### src/shared/fault_mgr_cfg.svh
`ifndef FAULT_MGR_CFG_SVH
`define FAULT_MGR_CFG_SVH

// Clock rate and the microsecond time base.
`define CLK_MHZ 50
`define TICK_NS 1000
`define TICK_CYCLES ((`TICK_NS * `CLK_MHZ) / 1000)
`define TICK_LAST 6'h31

// Minimum off time of a restart pulse and deglitch time of a fault line, in us.
`define RESTART_MIN_US 4'ha
`define DEGLITCH_US 4'ha

// Least low time of the watchdog reset pin and its count, rounded up.
`define RESET_PULSE_NS 1000
`define RESET_CYCLES (((`RESET_PULSE_NS * `CLK_MHZ) + 999) / 1000)

// Register byte offsets.
`define REG_CHAN_CFG 8'h00
`define REG_GLOBAL_CFG 8'h20
`define REG_OPERATION 8'h24
`define REG_CLEAR_FAULTS 8'h28
`define REG_RESTART_DELAY 8'h2c
`define REG_RETRY_DELAY 8'h30
`define REG_PERSIST 8'h34
`define REG_CUT_OV 8'h38
`define REG_CUT_UV 8'h3c
`define REG_PG_MAP 8'h40
`define REG_STATUS 8'h44
`define REG_CHAN_STATE 8'h48

// Field positions of channel_config.
`define CFG_CTRL_SEL 0
`define CFG_OV_RESP 1
`define CFG_UV_RESP 3
`define CFG_RETRY 5
`define CFG_PROPAGATE 7
`define CFG_RESPONSE 9
`define CFG_TON 16
`define CFG_TOFF 24

// Fault response codes.
`define RESP_CONTINUE 2'h0
`define RESP_IMMEDIATE 2'h1
`define RESP_PERSIST 2'h2

// Bits of global_config and operation.
`define GCFG_VIN_SHARE 0
`define OP_ON 0

// Reset values.
`define RST_WORD 32'h0000_0000
`define RST_OP 1'h1
`define RST_PG_MAP 8'hff
`define RST_CTRL_PREV 2'h3

`endif

### src/shared/fault_mgr_pkg.sv
package fault_mgr_pkg;

  // Sequencing state of one channel.
  typedef enum logic [2:0] {
    CH_OFF,
    CH_DELAY_ON,
    CH_ON,
    CH_DELAY_OFF,
    CH_FAULTED,
    CH_ZONE_HOLD
  } chan_state_e;

endpackage

### src/logic/power_channel_fault_manager.sv
// Contract
// - A control pin held off over 10 us then released starts an automatic restart.
// - Restart holds mapped enables low for restart delay, then each turns on.
// - Each enable follows exactly one control pin chosen in its channel config.
// - Overvolt or undervolt fault: disable now, after persistence, or keep running.
// - A fault-disabled channel latches off or retries after the retry delay.
// - Latch clears by control toggle, operation on command, or input reapplied.
// - Every fault or warning sets status bits and pulls the alert low.
// - Clear faults command empties status and releases the alert.
// - Warnings set status and alert but never disable an enable.
// - Input bus enable goes low on selected overvolt or undervolt faults.
// - Input bus enable releases when commanded back on after a fault.
// - Two fault zones of four channels share active-low bidirectional lines.
// - Propagate mask picks which zone lines a faulted-off channel pulls low.
// - Response mask picks which low zone lines shut that channel down.
// - A zone-tripped channel restarts once the zone line is released.
// - Propagate 0x01 and response 0x0F on shorted lines halt all channels.
// - An external low on a zone line, after 10 us deglitch, turns channels off.
// - Watchdog reset pin low for the minimum time resets the device.
// - Power good output combines the good status of the mapped outputs.
// - Optional share clock aligns input threshold sequencing across devices.
// - Input below the off threshold turns all channels off at once.
// - Off sequence drops each enable after its own turn-off delay.
//
// Design decisions made here: the placing of the registers and the plain strobed port.
`timescale 1ns/1ps
`include "fault_mgr_cfg.svh"

module power_channel_fault_manager import fault_mgr_pkg::*; (
  input wire logic ref_clk,
  input wire logic srst,
  input wire logic [7:0] addr,
  input wire logic [31:0] wdata,
  input wire logic wr,
  input wire logic rd,
  output logic [31:0] rdata,
  input wire logic [1:0] control_pin,
  input wire logic vin_above_on,
  input wire logic vin_below_off,
  input wire logic share_clk_in,
  input wire logic watchdog_reset_in_n,
  input wire logic [7:0] ov_fault_cmp,
  input wire logic [7:0] uv_fault_cmp,
  input wire logic [7:0] ov_warn,
  input wire logic [7:0] uv_warn,
  input wire logic [7:0] chan_good,
  input wire logic [3:0] zone_fault_line_n_in,
  output logic [3:0] zone_fault_line_n_out,
  output logic [3:0] zone_fault_line_n_oe,
  output logic [7:0] converter_enable,
  output logic input_bus_enable,
  output logic alert_out_n,
  output logic power_good_out
);

  // Address match shared by the write and read decoders.
  function automatic logic hit(input logic [7:0] a, input logic [7:0] off);
    hit = (a == off);
  endfunction

  // Every pin input except the warnings and chan_good passes two flip-flops; only the second stage is read.
  logic [25:0] sync1;
  logic [25:0] sync2;
  always_ff @(posedge ref_clk) begin
    sync1 <= {control_pin, vin_above_on, vin_below_off, share_clk_in, watchdog_reset_in_n,
              ov_fault_cmp, uv_fault_cmp, zone_fault_line_n_in};
    sync2 <= sync1;
  end
  wire [1:0] ctrl = sync2[25:24];
  wire vin_on_lvl = sync2[23];
  wire vin_off_lvl = sync2[22];
  wire share_lvl = sync2[21];
  wire wd_lvl_n = sync2[20];
  wire [7:0] ov_now = sync2[19:12];
  wire [7:0] uv_now = sync2[11:4];
  wire [3:0] line_n = sync2[3:0];

  // Watchdog pin low long enough acts as a reset of all other logic.
  logic [7:0] wd_cnt;
  logic wd_rst;
  always_ff @(posedge ref_clk) begin
    if (srst || wd_lvl_n) begin
      wd_cnt <= 8'h00;
      wd_rst <= 1'b0;
    end else if (wd_cnt >= 8'(`RESET_CYCLES - 1)) begin
      wd_rst <= 1'b1;
    end else begin
      wd_cnt <= wd_cnt + 8'h01;
    end
  end
  wire core_rst = srst | wd_rst;

  // Microsecond tick, so that every delay field counts in microseconds.
  logic [5:0] pre;
  wire tick = (pre == `TICK_LAST);
  always_ff @(posedge ref_clk) begin
    if (core_rst || tick) pre <= 6'h00;
    else pre <= pre + 6'h01;
  end

  // Software registers.
  logic [31:0] chan_cfg [8];
  logic [31:0] global_config;
  logic op_on;
  logic [15:0] restart_delay;
  logic [15:0] retry_delay;
  logic [7:0] persist_limit;
  logic [7:0] input_cut_on_overvolt;
  logic [7:0] input_cut_on_undervolt;
  logic [7:0] power_good_map;
  logic [31:0] status;

  wire cfg_wr = wr && (addr[7:5] == 3'h0);
  wire op_wr = wr && hit(addr, `REG_OPERATION);
  wire op_on_cmd = op_wr && wdata[`OP_ON];
  wire clear_cmd = wr && hit(addr, `REG_CLEAR_FAULTS);
  always_ff @(posedge ref_clk) begin
    if (core_rst) begin
      for (int k = 0; k < 8; k++) chan_cfg[k] <= `RST_WORD;
      global_config <= `RST_WORD;
      op_on <= `RST_OP;
      restart_delay <= 16'h0000;
      retry_delay <= 16'h0000;
      persist_limit <= 8'h00;
      input_cut_on_overvolt <= 8'h00;
      input_cut_on_undervolt <= 8'h00;
      power_good_map <= `RST_PG_MAP;
    end else if (wr) begin
      if (cfg_wr) chan_cfg[addr[4:2]] <= wdata;
      if (hit(addr, `REG_GLOBAL_CFG)) global_config <= wdata;
      if (op_wr) op_on <= wdata[`OP_ON];
      if (hit(addr, `REG_RESTART_DELAY)) restart_delay <= wdata[15:0];
      if (hit(addr, `REG_RETRY_DELAY)) retry_delay <= wdata[15:0];
      if (hit(addr, `REG_PERSIST)) persist_limit <= wdata[7:0];
      if (hit(addr, `REG_CUT_OV)) input_cut_on_overvolt <= wdata[7:0];
      if (hit(addr, `REG_CUT_UV)) input_cut_on_undervolt <= wdata[7:0];
      if (hit(addr, `REG_PG_MAP)) power_good_map <= wdata[7:0];
    end
  end

  // Input threshold state; with sharing on it moves only on a shared clock
  // edge so that all devices on the line sequence together.
  logic vin_ok;
  logic share_prev;
  wire share_go = !global_config[`GCFG_VIN_SHARE] || (share_lvl && !share_prev);
  wire next_vin_ok = !share_go ? vin_ok : (vin_off_lvl ? 1'b0 : (vin_on_lvl ? 1'b1 : vin_ok));
  wire vin_rise = next_vin_ok && !vin_ok;
  always_ff @(posedge ref_clk) begin
    if (core_rst) begin
      vin_ok <= 1'b0;
      share_prev <= 1'b0;
    end else begin
      vin_ok <= next_vin_ok;
      share_prev <= share_lvl;
    end
  end

  // Control pins: off time is measured so that a long enough pulse opens
  // a restart window during which the mapped channels stay off.
  logic [1:0] ctrl_prev;
  logic [3:0] off_cnt [2];
  logic [15:0] hold_cnt [2];
  wire [1:0] ctrl_rise = ctrl & ~ctrl_prev;
  logic [1:0] restart_pulse;
  logic [1:0] restart_hold;
  for (genvar p = 0; p < 2; p++) begin : g_ctrl
    assign restart_pulse[p] = ctrl_rise[p] && (off_cnt[p] > `RESTART_MIN_US) &&
                              (restart_delay != 16'h0000);
    assign restart_hold[p] = (hold_cnt[p] != 16'h0000);
    always_ff @(posedge ref_clk) begin
      if (core_rst) begin
        off_cnt[p] <= 4'h0;
        hold_cnt[p] <= 16'h0000;
      end else begin
        if (ctrl[p]) off_cnt[p] <= 4'h0;
        else if (tick && off_cnt[p] != 4'hf) off_cnt[p] <= off_cnt[p] + 4'h1;
        if (restart_pulse[p]) hold_cnt[p] <= restart_delay;
        else if (tick && restart_hold[p]) hold_cnt[p] <= hold_cnt[p] - 16'h0001;
      end
    end
  end
  // Reset to the idle high level, so that a pin already on is not taken for a rise.
  always_ff @(posedge ref_clk) begin
    if (core_rst) ctrl_prev <= `RST_CTRL_PREV;
    else ctrl_prev <= ctrl;
  end

  // Zone lines count as low only after a steady 10 us low.
  logic [3:0] low_cnt [4];
  logic [3:0] zone_low;
  for (genvar z = 0; z < 4; z++) begin : g_zone
    assign zone_low[z] = (low_cnt[z] == `DEGLITCH_US);
    always_ff @(posedge ref_clk) begin
      if (core_rst || line_n[z]) low_cnt[z] <= 4'h0;
      else if (tick && !zone_low[z]) low_cnt[z] <= low_cnt[z] + 4'h1;
    end
  end

  // Per-channel sequencers.
  chan_state_e state [8];
  chan_state_e next_state [8];
  logic [15:0] cnt [8];
  logic [15:0] next_cnt [8];
  logic [7:0] faulted;
  logic [7:0] latched;
  logic [7:0] zone_trip;
  logic [7:0] fault_trip;
  for (genvar i = 0; i < 8; i++) begin : g_chan
    wire [31:0] cfg = chan_cfg[i];
    wire sel = cfg[`CFG_CTRL_SEL];
    wire [1:0] ov_resp = cfg[`CFG_OV_RESP +: 2];
    wire [1:0] uv_resp = cfg[`CFG_UV_RESP +: 2];
    wire retry = cfg[`CFG_RETRY];
    wire [1:0] zl = zone_low[2 * (i / 4) +: 2];
    wire run = op_on && ctrl[sel] && vin_ok && !restart_hold[sel];
    wire imm = (ov_now[i] && ov_resp == `RESP_IMMEDIATE) ||
               (uv_now[i] && uv_resp == `RESP_IMMEDIATE);
    wire pers = (ov_now[i] && ov_resp == `RESP_PERSIST) ||
                (uv_now[i] && uv_resp == `RESP_PERSIST);
    wire clr_latch = ctrl_rise[sel] || op_on_cmd || vin_rise;
    assign zone_trip[i] = |(cfg[`CFG_RESPONSE +: 2] & zl);
    assign fault_trip[i] = imm || (pers && cnt[i] >= {8'h00, persist_limit});
    assign faulted[i] = (state[i] == CH_FAULTED);
    assign latched[i] = faulted[i] && !retry;

    // Next state; input loss overrides everything but a faulted state and warnings never enter here.
    always_comb begin
      next_state[i] = state[i];
      next_cnt[i] = cnt[i];
      if (!vin_ok && state[i] != CH_FAULTED) begin
        next_state[i] = CH_OFF;
      end else begin
        case (state[i])
          CH_OFF: begin
            if (run && !zone_trip[i]) begin
              next_state[i] = CH_DELAY_ON;
              next_cnt[i] = {8'h00, cfg[`CFG_TON +: 8]};
            end
          end
          CH_DELAY_ON: begin
            if (!run) next_state[i] = CH_OFF;
            else if (zone_trip[i]) next_state[i] = CH_ZONE_HOLD;
            else if (cnt[i] == 16'h0000) next_state[i] = CH_ON;
            else if (tick) next_cnt[i] = cnt[i] - 16'h0001;
          end
          CH_ON: begin
            if (fault_trip[i]) begin
              next_state[i] = CH_FAULTED;
              next_cnt[i] = retry_delay;
            end else if (zone_trip[i]) begin
              next_state[i] = CH_ZONE_HOLD;
            end else if (!run) begin
              next_state[i] = CH_DELAY_OFF;
              next_cnt[i] = {8'h00, cfg[`CFG_TOFF +: 8]};
            end else if (!pers) begin
              next_cnt[i] = 16'h0000;
            end else if (tick) begin
              next_cnt[i] = cnt[i] + 16'h0001;
            end
          end
          CH_DELAY_OFF: begin
            if (fault_trip[i]) begin
              next_state[i] = CH_FAULTED;
              next_cnt[i] = retry_delay;
            end else if (zone_trip[i]) next_state[i] = CH_ZONE_HOLD;
            else if (restart_pulse[sel] || cnt[i] == 16'h0000) next_state[i] = CH_OFF;
            else if (run) next_state[i] = CH_ON;
            else if (tick) next_cnt[i] = cnt[i] - 16'h0001;
          end
          CH_FAULTED: begin
            if (retry) begin
              if (cnt[i] == 16'h0000) next_state[i] = CH_OFF;
              else if (tick) next_cnt[i] = cnt[i] - 16'h0001;
            end else if (clr_latch) begin
              next_state[i] = CH_OFF;
            end
          end
          CH_ZONE_HOLD: begin
            if (!zone_trip[i]) next_state[i] = CH_OFF;
          end
          default: next_state[i] = CH_OFF;
        endcase
      end
    end

    always_ff @(posedge ref_clk) begin
      if (core_rst) begin
        state[i] <= CH_OFF;
        cnt[i] <= 16'h0000;
        converter_enable[i] <= 1'b0;
      end else begin
        state[i] <= next_state[i];
        cnt[i] <= next_cnt[i];
        converter_enable[i] <= (next_state[i] == CH_ON) || (next_state[i] == CH_DELAY_OFF);
      end
    end
  end

  // Open-drain zone lines: only ever pull low, the wire does the AND.
  logic [3:0] pull;
  always_comb begin
    pull = 4'h0;
    for (int c = 0; c < 8; c++) begin
      if (faulted[c]) pull[2 * (c / 4) +: 2] = pull[2 * (c / 4) +: 2] |
                                              chan_cfg[c][`CFG_PROPAGATE +: 2];
    end
  end
  always_ff @(posedge ref_clk) begin
    if (core_rst) zone_fault_line_n_oe <= 4'h0;
    else zone_fault_line_n_oe <= pull;
  end
  assign zone_fault_line_n_out = 4'h0;

  // Sticky status; a new event in the clear cycle survives the clear.
  wire [31:0] status_set = {uv_warn, ov_warn, uv_now, ov_now};
  wire [31:0] next_status = (clear_cmd ? 32'h0000_0000 : status) | status_set;
  wire cut_set = |((ov_now & input_cut_on_overvolt) | (uv_now & input_cut_on_undervolt));
  wire cut_clr = op_on_cmd || (|ctrl_rise);
  always_ff @(posedge ref_clk) begin
    if (core_rst) begin
      status <= `RST_WORD;
      alert_out_n <= 1'b1;
      input_bus_enable <= 1'b1;
      power_good_out <= 1'b0;
    end else begin
      status <= next_status;
      alert_out_n <= ~|next_status;
      if (cut_set) input_bus_enable <= 1'b0;
      else if (cut_clr) input_bus_enable <= 1'b1;
      power_good_out <= &(chan_good | ~power_good_map);
    end
  end

  // Read path; unmapped offsets and write-only commands read as zero.
  wire [31:0] rd_mux =
    (addr[7:5] == 3'h0) ? chan_cfg[addr[4:2]] :
    hit(addr, `REG_GLOBAL_CFG) ? global_config :
    hit(addr, `REG_OPERATION) ? {31'h0, op_on} :
    hit(addr, `REG_RESTART_DELAY) ? {16'h0, restart_delay} :
    hit(addr, `REG_RETRY_DELAY) ? {16'h0, retry_delay} :
    hit(addr, `REG_PERSIST) ? {24'h0, persist_limit} :
    hit(addr, `REG_CUT_OV) ? {24'h0, input_cut_on_overvolt} :
    hit(addr, `REG_CUT_UV) ? {24'h0, input_cut_on_undervolt} :
    hit(addr, `REG_PG_MAP) ? {24'h0, power_good_map} :
    hit(addr, `REG_STATUS) ? status :
    hit(addr, `REG_CHAN_STATE) ? {14'h0, power_good_out, input_bus_enable, latched,
                                   converter_enable} : 32'h0000_0000;
  always_ff @(posedge ref_clk) begin
    if (core_rst || !rd) rdata <= 32'h0000_0000;
    else rdata <= rd_mux;
  end
endmodule // power_channel_fault_manager

### config.mk
export PLATFORM = sky130hd
export DESIGN_NAME = power_channel_fault_manager
export DESIGN_NICKNAME = d
export VERILOG_FILES = /design/src/shared/fault_mgr_pkg.sv /design/src/logic/power_channel_fault_manager.sv
export VERILOG_INCLUDE_DIRS = /design/src /design/src/shared
export SDC_FILE = /design/constraint.sdc
export NUM_CORES = 2
export LEC_CHECK = 0
export ABC_AREA = 1
export BUFFER_PORTS_ARGS = -buffer_cell sky130_fd_sc_hd__clkbuf_2
export CAP_MARGIN = 20
export CORE_ASPECT_RATIO = 0.7
export CORE_MARGIN = 2
export CORE_UTILIZATION = 57
export DETAILED_ROUTE_END_ITERATION = 6
export MAX_ROUTING_LAYER = met4
export PLACE_DENSITY_LB_ADDON = 0.1
export SLEW_MARGIN = 40
export SYNTH_ARGS = -nofsm -noshare
export SYNTH_HDL_FRONTEND = slang
export SYNTH_SLANG_ARGS = --single-unit
### constraint.sdc
create_clock -name ref_clk -period 2.6 [get_ports ref_clk]
set_clock_uncertainty 0.1 [all_clocks]
set_input_delay 0.52 -clock ref_clk [delete_from_list [all_inputs] [get_ports ref_clk]]
set_output_delay 0.52 -clock ref_clk [all_outputs]
set_load 0.01 [all_outputs]
==> reports/metrics.cfg <==
[layout]
area_delta_synth_final_pct = 24.8
instances_no_fill = 7488
nNetsFinal = 6630
drive_gt1_frac = 0.193
nFillCells = 5858
fin_util = 0.717
fin_area_um2 = 52400

[synthesis]
yosys-top-cells-area = edfxtp_1 22%, dfxtp_1 19%, nand2_1 12%
synth_cell_type_count = 67
synth_flop_cell = dfxtp_1
yosysMostFrequentCell = nand2_1
synth.top_cell.area_share = 0.223
syn_inst = 5792
synth_area_leader_cell = edfxtp_1
synth_commonest_cells = 1379 x nand2_1, 792 x nor2_1, 587 x inv_1
syn-cell-area_um2 = 42000
ys_ff_latch = 711
ys_seq_area_frac = 0.413
synth-edff-count = 312
yosysWarnings = 0
postSynthAreaPerCell_um2 = 7.25
postSynth.asyncResetShare = 0

[worst_hold_path]
whs_endpoint = status[28]
worstHoldPathType = in2reg
min_from = uv_warn[4]
hold_depth = 4

[clock_network]
cts_tree = yes
tritoncts.num_buffers = 73
clock_latency_ns = 0.66
cts.sinks = 711
htreeDepth = 3
clk_pin_slew_ns = 0.07
root_buffer = clkbuf_16
cts_max_path_buffers = 3

[drt]
via_per_inst = 6.25
vias = 46800
drt-initial-drc-count = 7647
first_pass_iters = 7
antenna_left = 0
drt_wl_total_um = 192000
wl_per_cell_um = 25.7
drc = 28

[grt]
grt_start_max_net_pins = 79
antenna_found_initial = 12
grt_pass1_vias = 41700
overflow = 0
track_usage = 0.501
grt_first_pass_wirelength_um = 272000

[floorplanning]
die_h_um = 231
io-pin-count = 145
core_area_um2 = 73100
die_area_um2 = 75900
rows = 83
initial_core_util = 0.574
die_w_um = 328

[critical_path]
r2r_start = hold_cnt[0][9]
timing.rr.end = cnt[1][11]
cp_slowest_cell = edfxtp_1
max_stage_delay_ns = 0.46
end_kind = flop
worst-endpoint-required_ns = 2.99
r2r_cells = 15
critPathArrivalTime_ns = 3.05
cp_max_fo = 8
rrSetupSlack_ns = -0.06
cp-start-kind = flop
setup.worst_path.class = reg2reg
path_cells = nor2_4, nand2_2, nor2_4, nand3_4, buf_6, a21oi_4, nand2_8, inv_4, nand2_4, a21oi_4, nand3_4, buf_12, buf_12, nand2_1, a21oi_1

[power]
power_density_nw_per_um2 = 487
total_power_w = 0.0255
leakagePower_nw = 23.2
ir_worst_vdd_v = 0.000622

[sta]
slew_headroom = 0.459
setup_ws_ns = -0.0618
drv_slew = 0
clock.fmax_mhz = 376
finalCriticalPeriod_ns = 2.66
tightest_slew_ns = 0.811
finalCritPeriodShare = 1.02
setup_viol = 34
grt_setup_unrepaired = true
hold_viol_final = 0
tns_ns = -0.927

[placement]
gp_congestion = 1.17
portBuffers = 140
place_area_um2 = 48100
dp_hpwl_um = 144000
dp.cells = 7255

[outcome]
status = finished, violations left
violations = design-rule violations, negative setup slack

[job]
drv_cap = 0

==> layer usage <==
metal / share of wire / wire (um) / GRT usage
met1: 0.37 / 71200 / 0.646
met2: 0.38 / 73800 / 0.649
met3: 0.18 / 34000 / 0.221
met4: 0.068 / 13100 / 0.271
met5: 0 / 0 / -
==> worst max-delay path by stage <==
| stage | start | endpoint | slack, ns | depth (start not counted) |
|---|---|---|---|---|
| after floorplan | srst | chan_cfg[5][0] | -0.15 | 6 |
| after global placement | off_cnt[1][1] | cnt[1][12] | -0.15 | 15 |
| after detailed placement | off_cnt[1][1] | cnt[1][13] | -0.16 | 15 |
| after CTS | persist_limit[5] | cnt[1][16] | -0.01 | 15 |
| after global routing | hold_cnt[0][0] | cnt[1][4] | -0.20 | 15 |
| final | hold_cnt[0][9] | cnt[1][11] | -0.06 | 15 |
==> worst max-delay path: cells and delay by family, from the launching register on <==
family | cells | cell delay (ns)
buf+inv | 4 | 0.53
simple gates | 8 | 0.87
compound gates | 3 | 0.52
flops | 1 | 0.46
==> metrics by stage <==
stage               hold slack [ns]  worst slack, ns
global route                 0.0840           -0.204
CTS                          0.0515          -0.0122
global placement              0.210           -0.145
finish                       0.0608          -0.0618
floorplan                     0.210           -0.150
detailed placement            0.212           -0.165
==> flip-flops by register name, indices dropped and copies added, names as in the netlist, 26 cells and up <==
name / cells
sync2: 26
status: 32
hold_cnt: 32
sync1: 26
cnt: 128
rdata: 32
chan_cfg: 256
global_config: 32
==> final cells by class <==
class,instances,area (um2),area share
multi-input cells,4209,22200,0.424
flip-flops and latches,711,17400,0.331
repair buffers,803,6640,0.127
inverters,628,2400,0.0458
clock buffers,95,2050,0.0392
well taps,977,1220,0.0233
clock inverters,38,413,0.00788
diodes,26,65.1,0.00124
repair inverters,1,8.76,0.000167
==> cells in the final DEF, fill, tap and decap left out, types with 146 or more instances in the layout <==
cell type	netlist	routed
nand2_1	1379	1321
nor2_1	792	756
inv_1	587	566
buf_4	7	548
nand3_1	442	426
dfxtp_1	399	386
edfxtp_1	312	312
a21oi_1	316	293
o21ai_0	281	264
nand4_1	146	146
==> logic make-up (layout without fill, tap and decap cells) <==
family,count (synthesis),in the layout,synth area share
AOI/OAI and AO/OA,977,977,0.139
xor gates and xnor gates,150,150,0.0313
adders and majority gates,109,109,0.0325
buffers and inverters,877,1565,0.0816
DFF,711,711,0.413
other,1,30,0.0000893
and+or+nand+nor,2967,2969,0.303
==> where the power goes <==
part           switching, W  internal (W)
Clock               0.00495       0.00615
Sequential         0.000256        0.0119
Combinational       0.00152      0.000710
Total               0.00673        0.0188
==> what timing repair did <==
action,CTS,global route
endpoints found under the setup margin,64,153
pin swaps,11,66
setup buffers,11,29
hold buffers,26,0
resized for setup,35,263
cloned,2,7
endpoints found under the hold margin,26,0
Note: power is estimated with default switching activity, not from simulation.
